==> src/speaker_fault_map.svh <==
// Register offsets, field positions and timing constants for the speaker fault block
`ifndef SPEAKER_FAULT_MAP_SVH
`define SPEAKER_FAULT_MAP_SVH
`define AMP_CONTROL_OFS       5'h00
`define OPEN_DETECT_CTRL_OFS  5'h04
`define FAULT_CONTROL_OFS     5'h08
`define RESET_STATUS_OFS      5'h0c
`define IRQ_STATUS_OFS        5'h10
`define IRQ_MASK_OFS          5'h14
`define AMP_EN_BIT            0
`define GAIN_BIT              1
`define OPEN_EN_BIT           0
`define OPEN_FLAG_BIT         7
`define FAULT_EN_BIT          0
`define INTERVAL_LSB          1
`define INTERVAL_MSB          3
`define COUNT_LSB             4
`define COUNT_MSB             6
`define FAULT_FLAG_BIT        7
`define PLL_STOP_BIT          0
`define IRQ_FAULT_BIT         0
`define IRQ_PLL_BIT           1
`define SEL_CONTINUOUS        3'h0
`define SEL_DISABLED          3'h7
`define CLK_MHZ               100
`define SAMPLE_NS             2000
`define SAMPLE_CYCLES         ((`SAMPLE_NS * `CLK_MHZ) / 1000)
`define BASE_INTERVAL_NS      62500
`define BASE_INTERVAL_CYC     ((`BASE_INTERVAL_NS * `CLK_MHZ) / 1000)
`define HIGH_GAIN_BASE_NS     8000000
`define HIGH_GAIN_BASE_CYC    ((`HIGH_GAIN_BASE_NS * `CLK_MHZ) / 1000)
`define PLL_STOP_NS           10000
`define PLL_STOP_CYC          ((`PLL_STOP_NS * `CLK_MHZ) / 1000)
`endif

==> src/speaker_fault_pkg.sv <==
// Types shared by the speaker fault block
package speaker_fault_pkg;
  typedef enum logic [1:0] {
    FSM_IDLE  = 2'b00,
    FSM_WATCH = 2'b01,
    FSM_FAULT = 2'b11,
    FSM_RESET = 2'b10
  } fault_state_t;
endpackage

==> src/speaker_fault_detect.sv <==
// Speaker amplifier control, open-load and short fault detection with AXI4-Lite registers
//
// Overview of operation
// - Interval field bits 1-3 sets stuck judgment
// - Count field bits 4-6 sets short count
// - Zero continuous, 1-6 doubling counts, seven off
// - Continuous mode: one short stops playback, flags
// - Counted modes sample each 2us, consecutive count
// - Bit 7 read-only fault flag, either cause
// - Fault raises interrupt, then resets PWM
// - One enable switches both fault detectors
// - Stuck-high flags after selected interval elapses
// - Amp enable starts amp; clear tri-states pins
// - PLL stop while amp on records reset
// - Open detector enable, read-only result flag
// - Fault detectors act only with amp and playback
// - Interval doubles from 62.5us; high gain 8,12,16,24.. ms; seven off
//
// Added by the designer: the AXI4-Lite interface to the registers and the register addresses.
`timescale 1ns/1ns
`include "speaker_fault_map.svh"
module speaker_fault_detect
  import speaker_fault_pkg::*;
#(
  parameter int SAMPLE_CYC   = `SAMPLE_CYCLES,
  parameter int LOW_BASE_CYC = `BASE_INTERVAL_CYC,
  parameter int HI_BASE_CYC  = `HIGH_GAIN_BASE_CYC,
  parameter int PLL_STOP_CYC = `PLL_STOP_CYC
) (
  // Clock and reset
  input  wire logic        aclk,
  input  wire logic        aresetn,
  // AXI4-Lite write
  input  wire logic [4:0]  s_axi_awaddr,
  input  wire logic        s_axi_awvalid,
  output logic             s_axi_awready,
  input  wire logic [31:0] s_axi_wdata,
  input  wire logic [3:0]  s_axi_wstrb,
  input  wire logic        s_axi_wvalid,
  output logic             s_axi_wready,
  output logic [1:0]       s_axi_bresp,
  output logic             s_axi_bvalid,
  input  wire logic        s_axi_bready,
  // AXI4-Lite read
  input  wire logic [4:0]  s_axi_araddr,
  input  wire logic        s_axi_arvalid,
  output logic             s_axi_arready,
  output logic [31:0]      s_axi_rdata,
  output logic [1:0]       s_axi_rresp,
  output logic             s_axi_rvalid,
  input  wire logic        s_axi_rready,
  // Analog and pin inputs (asynchronous)
  input  wire logic        pwm_high_raw,
  input  wire logic        pin_short_raw,
  input  wire logic        open_detect_raw,
  input  wire logic        pll_running_raw,
  // Playback engine
  input  wire logic        voice_playback_enable,
  input  wire logic        pwm_pos,
  input  wire logic        pwm_neg,
  output logic             playback_stop,
  output logic             pwm_reset,
  output logic             device_reset_req,
  // Speaker pins
  output logic             speaker_out_pos,
  output logic             speaker_out_pos_oe,
  output logic             speaker_out_neg,
  output logic             speaker_out_neg_oe,
  output logic             amp_power_on,
  output logic             open_detect_power_on,
  // Interrupt
  output logic             irq
);
  ////////////////////////////////////////////////////////////////////////////
  logic        amp_enable_q, input_gain_sel_q, open_detect_enable_q;
  logic        fault_detect_enable_q, fault_result_flag_q, pll_stop_reset_status_q;
  logic [2:0]  stuck_high_interval_sel_q, short_count_sel_q;
  logic [1:0]  irq_status_q, irq_mask_q;
  logic        pwm_high_s, pin_short_s, open_s, pll_run_s;
  logic        aw_hold_q, w_hold_q;
  logic [4:0]  aw_addr_q;
  logic [31:0] w_data_q;
  logic [3:0]  w_strb_q;
  logic        wr_fire, rd_fire, armed, fault_set;
  logic [31:0] rd_data_d;
  logic        rd_ok_d, wr_ok;
  logic [31:0] sample_cnt_q, stuck_cnt_q, stuck_limit, pll_cnt_q;
  logic [6:0]  short_run_q, short_need;
  logic        sample_tick;
  logic        stuck_hit, short_hit;
  fault_state_t state_q, state_d;

  // Pin inputs pass two flip-flops before any logic reads them
  sync2 #(.WIDTH(4)) u_sync (
    .aclk     (aclk),
    .aresetn  (aresetn),
    .async_in ({pwm_high_raw, pin_short_raw, open_detect_raw, pll_running_raw}),
    .sync_out ({pwm_high_s, pin_short_s, open_s, pll_run_s})
  );

  ////////////////////////////////////////////////////////////////////////////
  // Write channel: address and data may arrive in either order
  assign s_axi_awready = !aw_hold_q && !s_axi_bvalid;
  assign s_axi_wready  = !w_hold_q && !s_axi_bvalid;
  assign wr_fire       = aw_hold_q && w_hold_q && !s_axi_bvalid;
  assign wr_ok         = (aw_addr_q[4:2] <= 3'h5);

  always_ff @(posedge aclk)
  begin
    if (!aresetn)
    begin
      aw_hold_q    <= 1'b0;
      w_hold_q     <= 1'b0;
      aw_addr_q    <= 5'h00;
      w_data_q     <= 32'h0000_0000;
      w_strb_q     <= 4'h0;
      s_axi_bvalid <= 1'b0;
      s_axi_bresp  <= 2'h0;
    end
    else
    begin
      if (s_axi_awvalid && s_axi_awready)
      begin
        aw_hold_q <= 1'b1;
        aw_addr_q <= s_axi_awaddr;
      end
      if (s_axi_wvalid && s_axi_wready)
      begin
        w_hold_q <= 1'b1;
        w_data_q <= s_axi_wdata;
        w_strb_q <= s_axi_wstrb;
      end
      if (wr_fire)
      begin
        aw_hold_q    <= 1'b0;
        w_hold_q     <= 1'b0;
        s_axi_bvalid <= 1'b1;
        s_axi_bresp  <= wr_ok ? 2'h0 : 2'h2;
      end
      else if (s_axi_bvalid && s_axi_bready)
        s_axi_bvalid <= 1'b0;
    end
  end

  ////////////////////////////////////////////////////////////////////////////
  // Read mux; unmapped addresses answer SLVERR with zero data
  assign s_axi_arready = !s_axi_rvalid;
  assign rd_fire       = s_axi_arvalid && s_axi_arready;

  always_comb
  begin
    rd_data_d = 32'h0000_0000;
    rd_ok_d   = 1'b1;
    case ({s_axi_araddr[4:2], 2'b00})
      `AMP_CONTROL_OFS:
      begin
        rd_data_d[`AMP_EN_BIT] = amp_enable_q;
        rd_data_d[`GAIN_BIT]   = input_gain_sel_q;
      end
      `OPEN_DETECT_CTRL_OFS:
      begin
        rd_data_d[`OPEN_EN_BIT]   = open_detect_enable_q;
        rd_data_d[`OPEN_FLAG_BIT] = open_detect_enable_q & open_s;
      end
      `FAULT_CONTROL_OFS:
      begin
        rd_data_d[`FAULT_EN_BIT]                 = fault_detect_enable_q;
        rd_data_d[`INTERVAL_MSB:`INTERVAL_LSB]   = stuck_high_interval_sel_q;
        rd_data_d[`COUNT_MSB:`COUNT_LSB]         = short_count_sel_q;
        rd_data_d[`FAULT_FLAG_BIT]               = fault_result_flag_q;
      end
      `RESET_STATUS_OFS: rd_data_d[`PLL_STOP_BIT] = pll_stop_reset_status_q;
      `IRQ_STATUS_OFS:   rd_data_d[1:0] = irq_status_q;
      `IRQ_MASK_OFS:     rd_data_d[1:0] = irq_mask_q;
      default:           rd_ok_d = 1'b0;
    endcase
  end

  // Read data is registered; held until rready
  always_ff @(posedge aclk)
  begin
    if (!aresetn)
    begin
      s_axi_rvalid <= 1'b0;
      s_axi_rdata  <= 32'h0000_0000;
      s_axi_rresp  <= 2'h0;
    end
    else if (rd_fire)
    begin
      s_axi_rvalid <= 1'b1;
      s_axi_rdata  <= rd_data_d;
      s_axi_rresp  <= rd_ok_d ? 2'h0 : 2'h2;
    end
    else if (s_axi_rvalid && s_axi_rready)
      s_axi_rvalid <= 1'b0;
  end

  ////////////////////////////////////////////////////////////////////////////
  // Control registers; only byte lane 0 carries fields
  always_ff @(posedge aclk)
  begin
    if (!aresetn)
    begin
      amp_enable_q              <= 1'b0;
      input_gain_sel_q          <= 1'b0;
      open_detect_enable_q      <= 1'b0;
      fault_detect_enable_q     <= 1'b0;
      stuck_high_interval_sel_q <= 3'h0;
      short_count_sel_q         <= 3'h0;
      irq_mask_q                <= 2'h0;
    end
    else if (wr_fire && w_strb_q[0])
    begin
      case ({aw_addr_q[4:2], 2'b00})
        `AMP_CONTROL_OFS:
        begin
          amp_enable_q     <= w_data_q[`AMP_EN_BIT];
          input_gain_sel_q <= w_data_q[`GAIN_BIT];
        end
        `OPEN_DETECT_CTRL_OFS: open_detect_enable_q <= w_data_q[`OPEN_EN_BIT];
        `FAULT_CONTROL_OFS:
        begin
          fault_detect_enable_q     <= w_data_q[`FAULT_EN_BIT];
          stuck_high_interval_sel_q <= w_data_q[`INTERVAL_MSB:`INTERVAL_LSB];
          short_count_sel_q         <= w_data_q[`COUNT_MSB:`COUNT_LSB];
        end
        `IRQ_MASK_OFS: irq_mask_q <= w_data_q[1:0];
        default: ;
      endcase
    end
  end

  ////////////////////////////////////////////////////////////////////////////
  // Detection is effective only while amp and playback both run
  assign armed = fault_detect_enable_q && amp_enable_q && voice_playback_enable;

  // 2us sampling tick for the counted short modes
  always_ff @(posedge aclk)
  begin
    if (!aresetn || !armed)
      sample_cnt_q <= 32'h0000_0000;
    else if (sample_tick)
      sample_cnt_q <= 32'h0000_0000;
    else
      sample_cnt_q <= sample_cnt_q + 32'h0000_0001;
  end
  assign sample_tick = (sample_cnt_q == 32'(SAMPLE_CYC - 1));

  // Stuck-high limit doubles per code; high gain steps 8,12,16,24.. ms
  always_comb
  begin
    if (!input_gain_sel_q)
      stuck_limit = 32'(LOW_BASE_CYC) << stuck_high_interval_sel_q;
    else if (stuck_high_interval_sel_q[0])
      stuck_limit = (32'(HI_BASE_CYC) + (32'(HI_BASE_CYC) >> 1)) << (stuck_high_interval_sel_q[2:1]);
    else
      stuck_limit = 32'(HI_BASE_CYC) << (stuck_high_interval_sel_q[2:1]);
  end

  // Stuck-high timer restarts whenever the output drops
  always_ff @(posedge aclk)
  begin
    if (!aresetn || !armed || !pwm_high_s || stuck_high_interval_sel_q == `SEL_DISABLED)
      stuck_cnt_q <= 32'h0000_0000;
    else if (!stuck_hit)
      stuck_cnt_q <= stuck_cnt_q + 32'h0000_0001;
  end
  assign stuck_hit = armed && (stuck_high_interval_sel_q != `SEL_DISABLED)
                     && (stuck_cnt_q >= stuck_limit - 32'h0000_0001);

  // Consecutive-short counter; need is 2^code samples
  assign short_need = 7'h01 << short_count_sel_q;
  always_ff @(posedge aclk)
  begin
    if (!aresetn || !armed)
      short_run_q <= 7'h00;
    else if (sample_tick)
      short_run_q <= pin_short_s ? ((short_run_q == 7'h7f) ? short_run_q : short_run_q + 7'h01) : 7'h00;
  end

  always_comb
  begin
    case (short_count_sel_q)
      `SEL_CONTINUOUS: short_hit = armed && pin_short_s;
      `SEL_DISABLED:   short_hit = 1'b0;
      default:         short_hit = armed && sample_tick && pin_short_s
                                   && (short_run_q + 7'h01 >= short_need);
    endcase
  end

  assign fault_set = (stuck_hit || short_hit) && !fault_result_flag_q;

  ////////////////////////////////////////////////////////////////////////////
  // Fault sequencer: flag and interrupt, then one-cycle PWM reset
  always_comb
  begin
    state_d = state_q;
    case (state_q)
      FSM_IDLE:  if (fault_detect_enable_q) state_d = FSM_WATCH;
      FSM_WATCH:
      begin
        if (!fault_detect_enable_q)
          state_d = FSM_IDLE;
        else if (fault_set)
          state_d = FSM_FAULT;
      end
      FSM_FAULT: state_d = FSM_RESET;
      FSM_RESET: if (!fault_detect_enable_q) state_d = FSM_IDLE;
      default:   state_d = FSM_IDLE;
    endcase
  end

  always_ff @(posedge aclk)
  begin
    if (!aresetn)
      state_q <= FSM_IDLE;
    else
      state_q <= state_d;
  end

  // Flag holds until software drops the shared enable
  always_ff @(posedge aclk)
  begin
    if (!aresetn || !fault_detect_enable_q)
      fault_result_flag_q <= 1'b0;
    else if (state_q == FSM_WATCH && fault_set)
      fault_result_flag_q <= 1'b1;
  end

  // Playback stays stopped while the fault stands; PWM reset follows the interrupt by one cycle
  always_ff @(posedge aclk)
  begin
    if (!aresetn)
    begin
      playback_stop <= 1'b0;
      pwm_reset     <= 1'b0;
    end
    else
    begin
      playback_stop <= fault_result_flag_q || (state_q == FSM_WATCH && fault_set);
      pwm_reset     <= (state_q == FSM_FAULT);
    end
  end

  ////////////////////////////////////////////////////////////////////////////
  // PLL stop watchdog while the amp is enabled
  always_ff @(posedge aclk)
  begin
    if (!aresetn || !amp_enable_q || pll_run_s)
      pll_cnt_q <= 32'h0000_0000;
    else if (pll_cnt_q != 32'(PLL_STOP_CYC))
      pll_cnt_q <= pll_cnt_q + 32'h0000_0001;
  end

  // Status: set wins over a software write of zero
  always_ff @(posedge aclk)
  begin
    if (!aresetn)
    begin
      pll_stop_reset_status_q <= 1'b0;
      device_reset_req        <= 1'b0;
    end
    else
    begin
      device_reset_req <= (pll_cnt_q == 32'(PLL_STOP_CYC - 1));
      if (pll_cnt_q == 32'(PLL_STOP_CYC - 1))
        pll_stop_reset_status_q <= 1'b1;
      else if (wr_fire && w_strb_q[0] && {aw_addr_q[4:2], 2'b00} == `RESET_STATUS_OFS
               && !w_data_q[`PLL_STOP_BIT])
        pll_stop_reset_status_q <= 1'b0;
    end
  end

  ////////////////////////////////////////////////////////////////////////////
  // Sticky interrupt status, write one to clear, set wins
  always_ff @(posedge aclk)
  begin
    if (!aresetn)
      irq_status_q <= 2'h0;
    else
    begin
      for (int i = 0; i < 2; i++)
      begin
        if ((i == `IRQ_FAULT_BIT && state_q == FSM_WATCH && fault_set)
            || (i == `IRQ_PLL_BIT && pll_cnt_q == 32'(PLL_STOP_CYC - 1)))
          irq_status_q[i] <= 1'b1;
        else if (wr_fire && w_strb_q[0] && aw_addr_q == `IRQ_STATUS_OFS && w_data_q[i])
          irq_status_q[i] <= 1'b0;
      end
    end
  end
  assign irq = |(irq_status_q & irq_mask_q);

  // Pins follow PWM while the amp runs, high impedance otherwise
  always_ff @(posedge aclk)
  begin
    if (!aresetn)
    begin
      speaker_out_pos <= 1'b0;
      speaker_out_neg <= 1'b0;
    end
    else
    begin
      speaker_out_pos <= amp_enable_q & pwm_pos;
      speaker_out_neg <= amp_enable_q & pwm_neg;
    end
  end
  assign speaker_out_pos_oe   = amp_enable_q;
  assign speaker_out_neg_oe   = amp_enable_q;
  assign amp_power_on         = amp_enable_q;
  assign open_detect_power_on = open_detect_enable_q;

  ////////////////////////////////////////////////////////////////////////////
  // Checks
  a_flag_needs_enable: assert property (@(posedge aclk) disable iff (!aresetn)
    fault_result_flag_q |-> $past(fault_detect_enable_q)) else $error("flag without enable");
  a_pwm_reset_after: assert property (@(posedge aclk) disable iff (!aresetn)
    $rose(fault_result_flag_q) |-> ##1 pwm_reset) else $error("no pwm reset after fault");
  a_irq_on_fault: assert property (@(posedge aclk) disable iff (!aresetn)
    $rose(fault_result_flag_q) |-> irq_status_q[`IRQ_FAULT_BIT]) else $error("fault irq missing");
  a_pins_tristate: assert property (@(posedge aclk) disable iff (!aresetn)
    !amp_enable_q |-> !speaker_out_pos_oe && !speaker_out_neg_oe) else $error("pins driven while off");
  a_no_fault_unarmed: assert property (@(posedge aclk) disable iff (!aresetn)
    $rose(fault_result_flag_q) |-> $past(armed)) else $error("fault while unarmed");
  a_count_disabled: assert property (@(posedge aclk) disable iff (!aresetn)
    (short_count_sel_q == `SEL_DISABLED) |-> !short_hit) else $error("short when disabled");
  a_continuous_fast: assert property (@(posedge aclk) disable iff (!aresetn)
    (state_q == FSM_WATCH && armed && pin_short_s && short_count_sel_q == `SEL_CONTINUOUS && fault_detect_enable_q)
    ##1 fault_detect_enable_q |-> fault_result_flag_q) else $error("continuous short missed");
  a_run_resets: assert property (@(posedge aclk) disable iff (!aresetn)
    (sample_tick && !pin_short_s && armed) |=> short_run_q == 7'h00) else $error("run not cleared");
  a_stop_follows: assert property (@(posedge aclk) disable iff (!aresetn)
    fault_result_flag_q |=> playback_stop) else $error("playback not stopped");
  a_pll_status: assert property (@(posedge aclk) disable iff (!aresetn)
    $rose(device_reset_req) |-> pll_stop_reset_status_q) else $error("pll status not set");
endmodule

==> src/sync2.sv <==
// Two flip-flop synchroniser for pin inputs
`timescale 1ns/1ns
module sync2 #(
  parameter int WIDTH = 1
) (
  // Clock and reset
  input  wire logic             aclk,
  input  wire logic             aresetn,
  // Data
  input  wire logic [WIDTH-1:0] async_in,
  output logic      [WIDTH-1:0] sync_out
);
  logic [WIDTH-1:0] meta_q;

  // First stage is read only by the second stage
  always_ff @(posedge aclk)
  begin
    if (!aresetn)
    begin
      meta_q   <= '0;
      sync_out <= '0;
    end
    else
    begin
      meta_q   <= async_in;
      sync_out <= meta_q;
    end
  end
endmodule

==> config.mk <==
export PLATFORM = sky130hd
export DESIGN_NAME = speaker_fault_detect
export DESIGN_NICKNAME = d
export VERILOG_FILES = /design/src/speaker_fault_pkg.sv /design/src/speaker_fault_detect.sv /design/src/sync2.sv
export VERILOG_INCLUDE_DIRS = /design/src
export SDC_FILE = /design/constraint.sdc
export NUM_CORES = 1
export LEC_CHECK = 0
export BUFFER_PORTS_ARGS = -buffer_cell sky130_fd_sc_hd__buf_2
export CAP_MARGIN = 20
export CORE_ASPECT_RATIO = 0.8
export CORE_MARGIN = 4
export CORE_UTILIZATION = 53
export DETAILED_ROUTE_END_ITERATION = 12
export GPL_TIMING_DRIVEN = 0
export PLACE_DENSITY = 0.89
export SLEW_MARGIN = 10
export SYNTH_ARGS = -nofsm -noshare
export SYNTH_HDL_FRONTEND = slang
export SYNTH_SLANG_ARGS = --single-unit
==> constraint.sdc <==
create_clock -name aclk -period 4.8 [get_ports aclk]
set_input_delay 0.96 -clock aclk [delete_from_list [all_inputs] [get_ports aclk]]
set_output_delay 0.96 -clock aclk [all_outputs]
set_load 0.05 [all_outputs]
==> results.cfg <==
[timing]
tightest_slew_ns = 0.853
setup_viol = 0
fmax_ghz = 0.220
finalMaxSlewViolations = 0
finClkSkew_ns = 0.00779
maxSlewHeadroom_pct = 42.9
fin_crit_sh_pct = 94.7
setup_tns_ns = 0
min_period_ns = 4.55
hold_viol = 0
rsz0062_at_grt = false

[critical_path]
critical_path_arrival_ns = 4.90
reg2reg_slack_ns = 0.25
slowest_delay_ns = 0.56
worstPathCellList = inv_1 > ha_2 > nor3_2 > o21ai_1 > a221oi_2 > nand3b_1 > buf_4 > xor2_1 > nand2_1 > o21ai_0 > ha_1 > nand4_1 > inv_1 > a221oi_4 > a21oi_4 > or4_4 > or3_1 > a21oi_1
reg2reg_to = stuck_cnt_q[20]
cp_slowest_cell = or4_4
start_kind = register
cp_common_cell = inv_1
path_max_fanout = 10
crit_required_ns = 5.15
regToRegStartpoint = stuck_high_interval_sel_q[1]
r2r_cells = 18
worstSetupEndpointType = register
crit_type = reg -> reg

[die]
die_y_um = 122
ioPinCount = 111
core_area_um2 = 15900
dieArea_um2 = 18500
initial_core_util_pct = 54.6
die_x_um = 151
rows = 41

[cts]
clock-sinks = 161
cts_tree = done
ctsLongestPathBuffers = 2
path_clk_slew_ns = 0.07
cts_buffers = 17
cts-root-buf = clkbuf_16
htreeDepth = 4
clk_latency_ns = 0.43

[power]
clkPwrFrac_pct = 46.2
power_leakage_uw = 0.00374
pwr-share-seq_pct = 48.2
ir_drop_mv = 0.350
pwr-share-comb_pct = 5.6
switchingPower_uw = 698
p_per_area_nw_per_um2 = 283
p_sw_share_pct = 24.7
intPower_uw = 2130

[synth]
yosys_register_bits = 161
ys_warn_count = 0
ys_types = 63
ys_async_sr_fraction_pct = 0
syn_area_per_cell_um2 = 8.29
synth_top_area_cell = dfxtp_1
netlist_area_um2 = 8680
synth_area_leaders = dfxtp_1 37%, ha_1 7.4%, nor2_1 5.0%
synth_edf_count = 0
ys_seq_area_share_pct = 37.1
synthCells = 1047
ys.flop_type = dfxtp_1
synth.top_cell.area_share_pct = 37.1

[global_route]
grt_pass1_vias = 7093
grtUsageTotal_pct = 22.3
antenna_found_initial = 0
grt_overflow = 0
grt_first_pass_wirelength_mm = 33.7
grt_max_degree = 17

[hold_path]
worstHoldStart = u_sync.meta_q[0]
whs_path_depth = 1
min_to = u_sync.sync_out[0]
holdCritPathClass = reg -> reg

[detailed_routing]
wl_per_cell_um = 14.6
ant_nets = 0
vias_per_cell = 5.60
via_count = 7729
first_pass_iters = 5
drt_iter0_drc = 724
drc = 0
totalWireLength_mm = 20.1

[placement]
dp_hpwl_mm = 14.2
place_area_um2 = 9340
io_buffers = 53
dp.cells = 1347
gp_congestion = 0.919

[flow_run]
max_cap_violations = 0

[status]
outcome = finished, final reports clean

[cells_and_area]
final_util_pct = 62.8
seqCellArea_um2 = 3230
drive_gt1_share_pct = 13.1
fin_nets = 1263
n_fill_cell = 1279
final_area_um2 = 9990
final_cells = 1379
area_delta_synth_final_pct = 15.1
multi_input_area_um2 = 5160
diodes = 0
==> worst max path at each step <==
stage / from / depth (start not counted) / endpoint / slack, ns
final: stuck_high_interval_sel_q[1] / 18 / stuck_cnt_q[20] / 0.25
after detailed placement: stuck_high_interval_sel_q[0] / 19 / stuck_cnt_q[26] / -0.83
after floorplan: stuck_high_interval_sel_q[0] / 19 / stuck_cnt_q[18] / 0.04
after global routing: stuck_high_interval_sel_q[1] / 18 / stuck_cnt_q[18] / 0.009
after global placement: stuck_high_interval_sel_q[0] / 19 / stuck_cnt_q[24] / -0.69
after CTS: stuck_high_interval_sel_q[1] / 19 / stuck_cnt_q[26] / 0.008
==> sequential cells by signal, summed over array words and instances (netlist names), 3 cells and up <==
name and count:
u_sync.sync_out 4, short_count_sel_q 3, w_data_q 7, s_axi_rdata 8
stuck_cnt_q 32, pll_cnt_q 32, sample_cnt_q 32, stuck_high_interval_sel_q 3
u_sync.meta_q 4, aw_addr_q 5, short_run_q 7
==> logic make-up (layout without fill, tap and decap cells) <==
kind of cell | after synthesis | in the layout | synth area share, %
compound gates | 160 | 160 | 11.3
xor+xnor | 77 | 77 | 7.77
fa+ha+maj | 51 | 51 | 7.35
buf+inv | 100 | 185 | 5.58
flops | 161 | 161 | 37.1
mux | 26 | 26 | 3.03
other cells | 2 | 34 | 0.0865
simple gates | 470 | 470 | 27.8
==> what timing repair did <==
item,in CTS,in global routing
setup endpoints to repair,34,35
buffers inserted,2,3
resized for setup,9,13
hold buffers,0,0
gates cloned,0,0
pin swaps,2,5
==> layout by cell type (no fill, tap or decap), drive strengths merged, types with 40 or more instances in the layout <==
master	instances
dfxtp	161
a21oi	55
nor2	116
o21ai	46
xor2	49
nand3	56
nand2	89
clkbuf	48
buf	90
ha	51
inv	40
==> routing by layer <==
layer  share of wire (%)  global-route usage [%]  vias up
met2                  45                    34.5      293
met5                   0                       0        -
li1                    -                       -     3824
met4                 1.1                    5.72        0
met1                  46                    31.4     3592
met3                 8.1                    5.35       20
==> metrics by stage <==
stage	total power (uW)	hold slack [ns]	setup slack [ns]
floorplan	1520	0.412	0.0412
global placement	1550	0.415	-0.691
detailed placement	1550	0.418	-0.833
CTS	2840	0.440	0.00755
global route	2920	0.458	0.00860
finish	2830	0.438	0.253
==> synthesized netlist by cell type, drive strengths merged, types with 30 or more instances <==
master,instances
xor2,49
nand2,89
nor2b,30
nand4,30
nor2,116
clkbuf,34
ha,51
nand3,56
a21oi,55
inv,34
o21ai,46
buf,32
dfxtp,161
==> power by group through the flow <==
stage	clock network [uW]	registers (uW)	logic (uW)
after global routing	1380	1360	171
after CTS	1320	1360	158
after global placement	0	1390	154
after detailed placement	0	1390	157
after floorplan	0	1400	117
final	1310	1360	159
==> worst max-delay path, delay by kind of cell (launching register included) <==
| family | cells | cell delay (ns) |
|---|---|---|
| compound gates | 6 | 1.31 |
| xor+xnor | 1 | 0.16 |
| flops | 1 | 0.41 |
| simple gates | 6 | 1.58 |
| fa+ha+maj | 2 | 0.59 |
| buf+inv | 3 | 0.41 |
==> area by class of cell <==
class	count	area share (%)
multi-input cells	818	51.6
inverters	34	1.28
flip-flops and latches	161	32.3
clock buffers	18	4.39
plain buffers	62	3.44
clock inverters	13	1.24
well taps	215	2.69
repair buffers	58	3.03
Note: power is estimated with default switching activity, not from simulation.
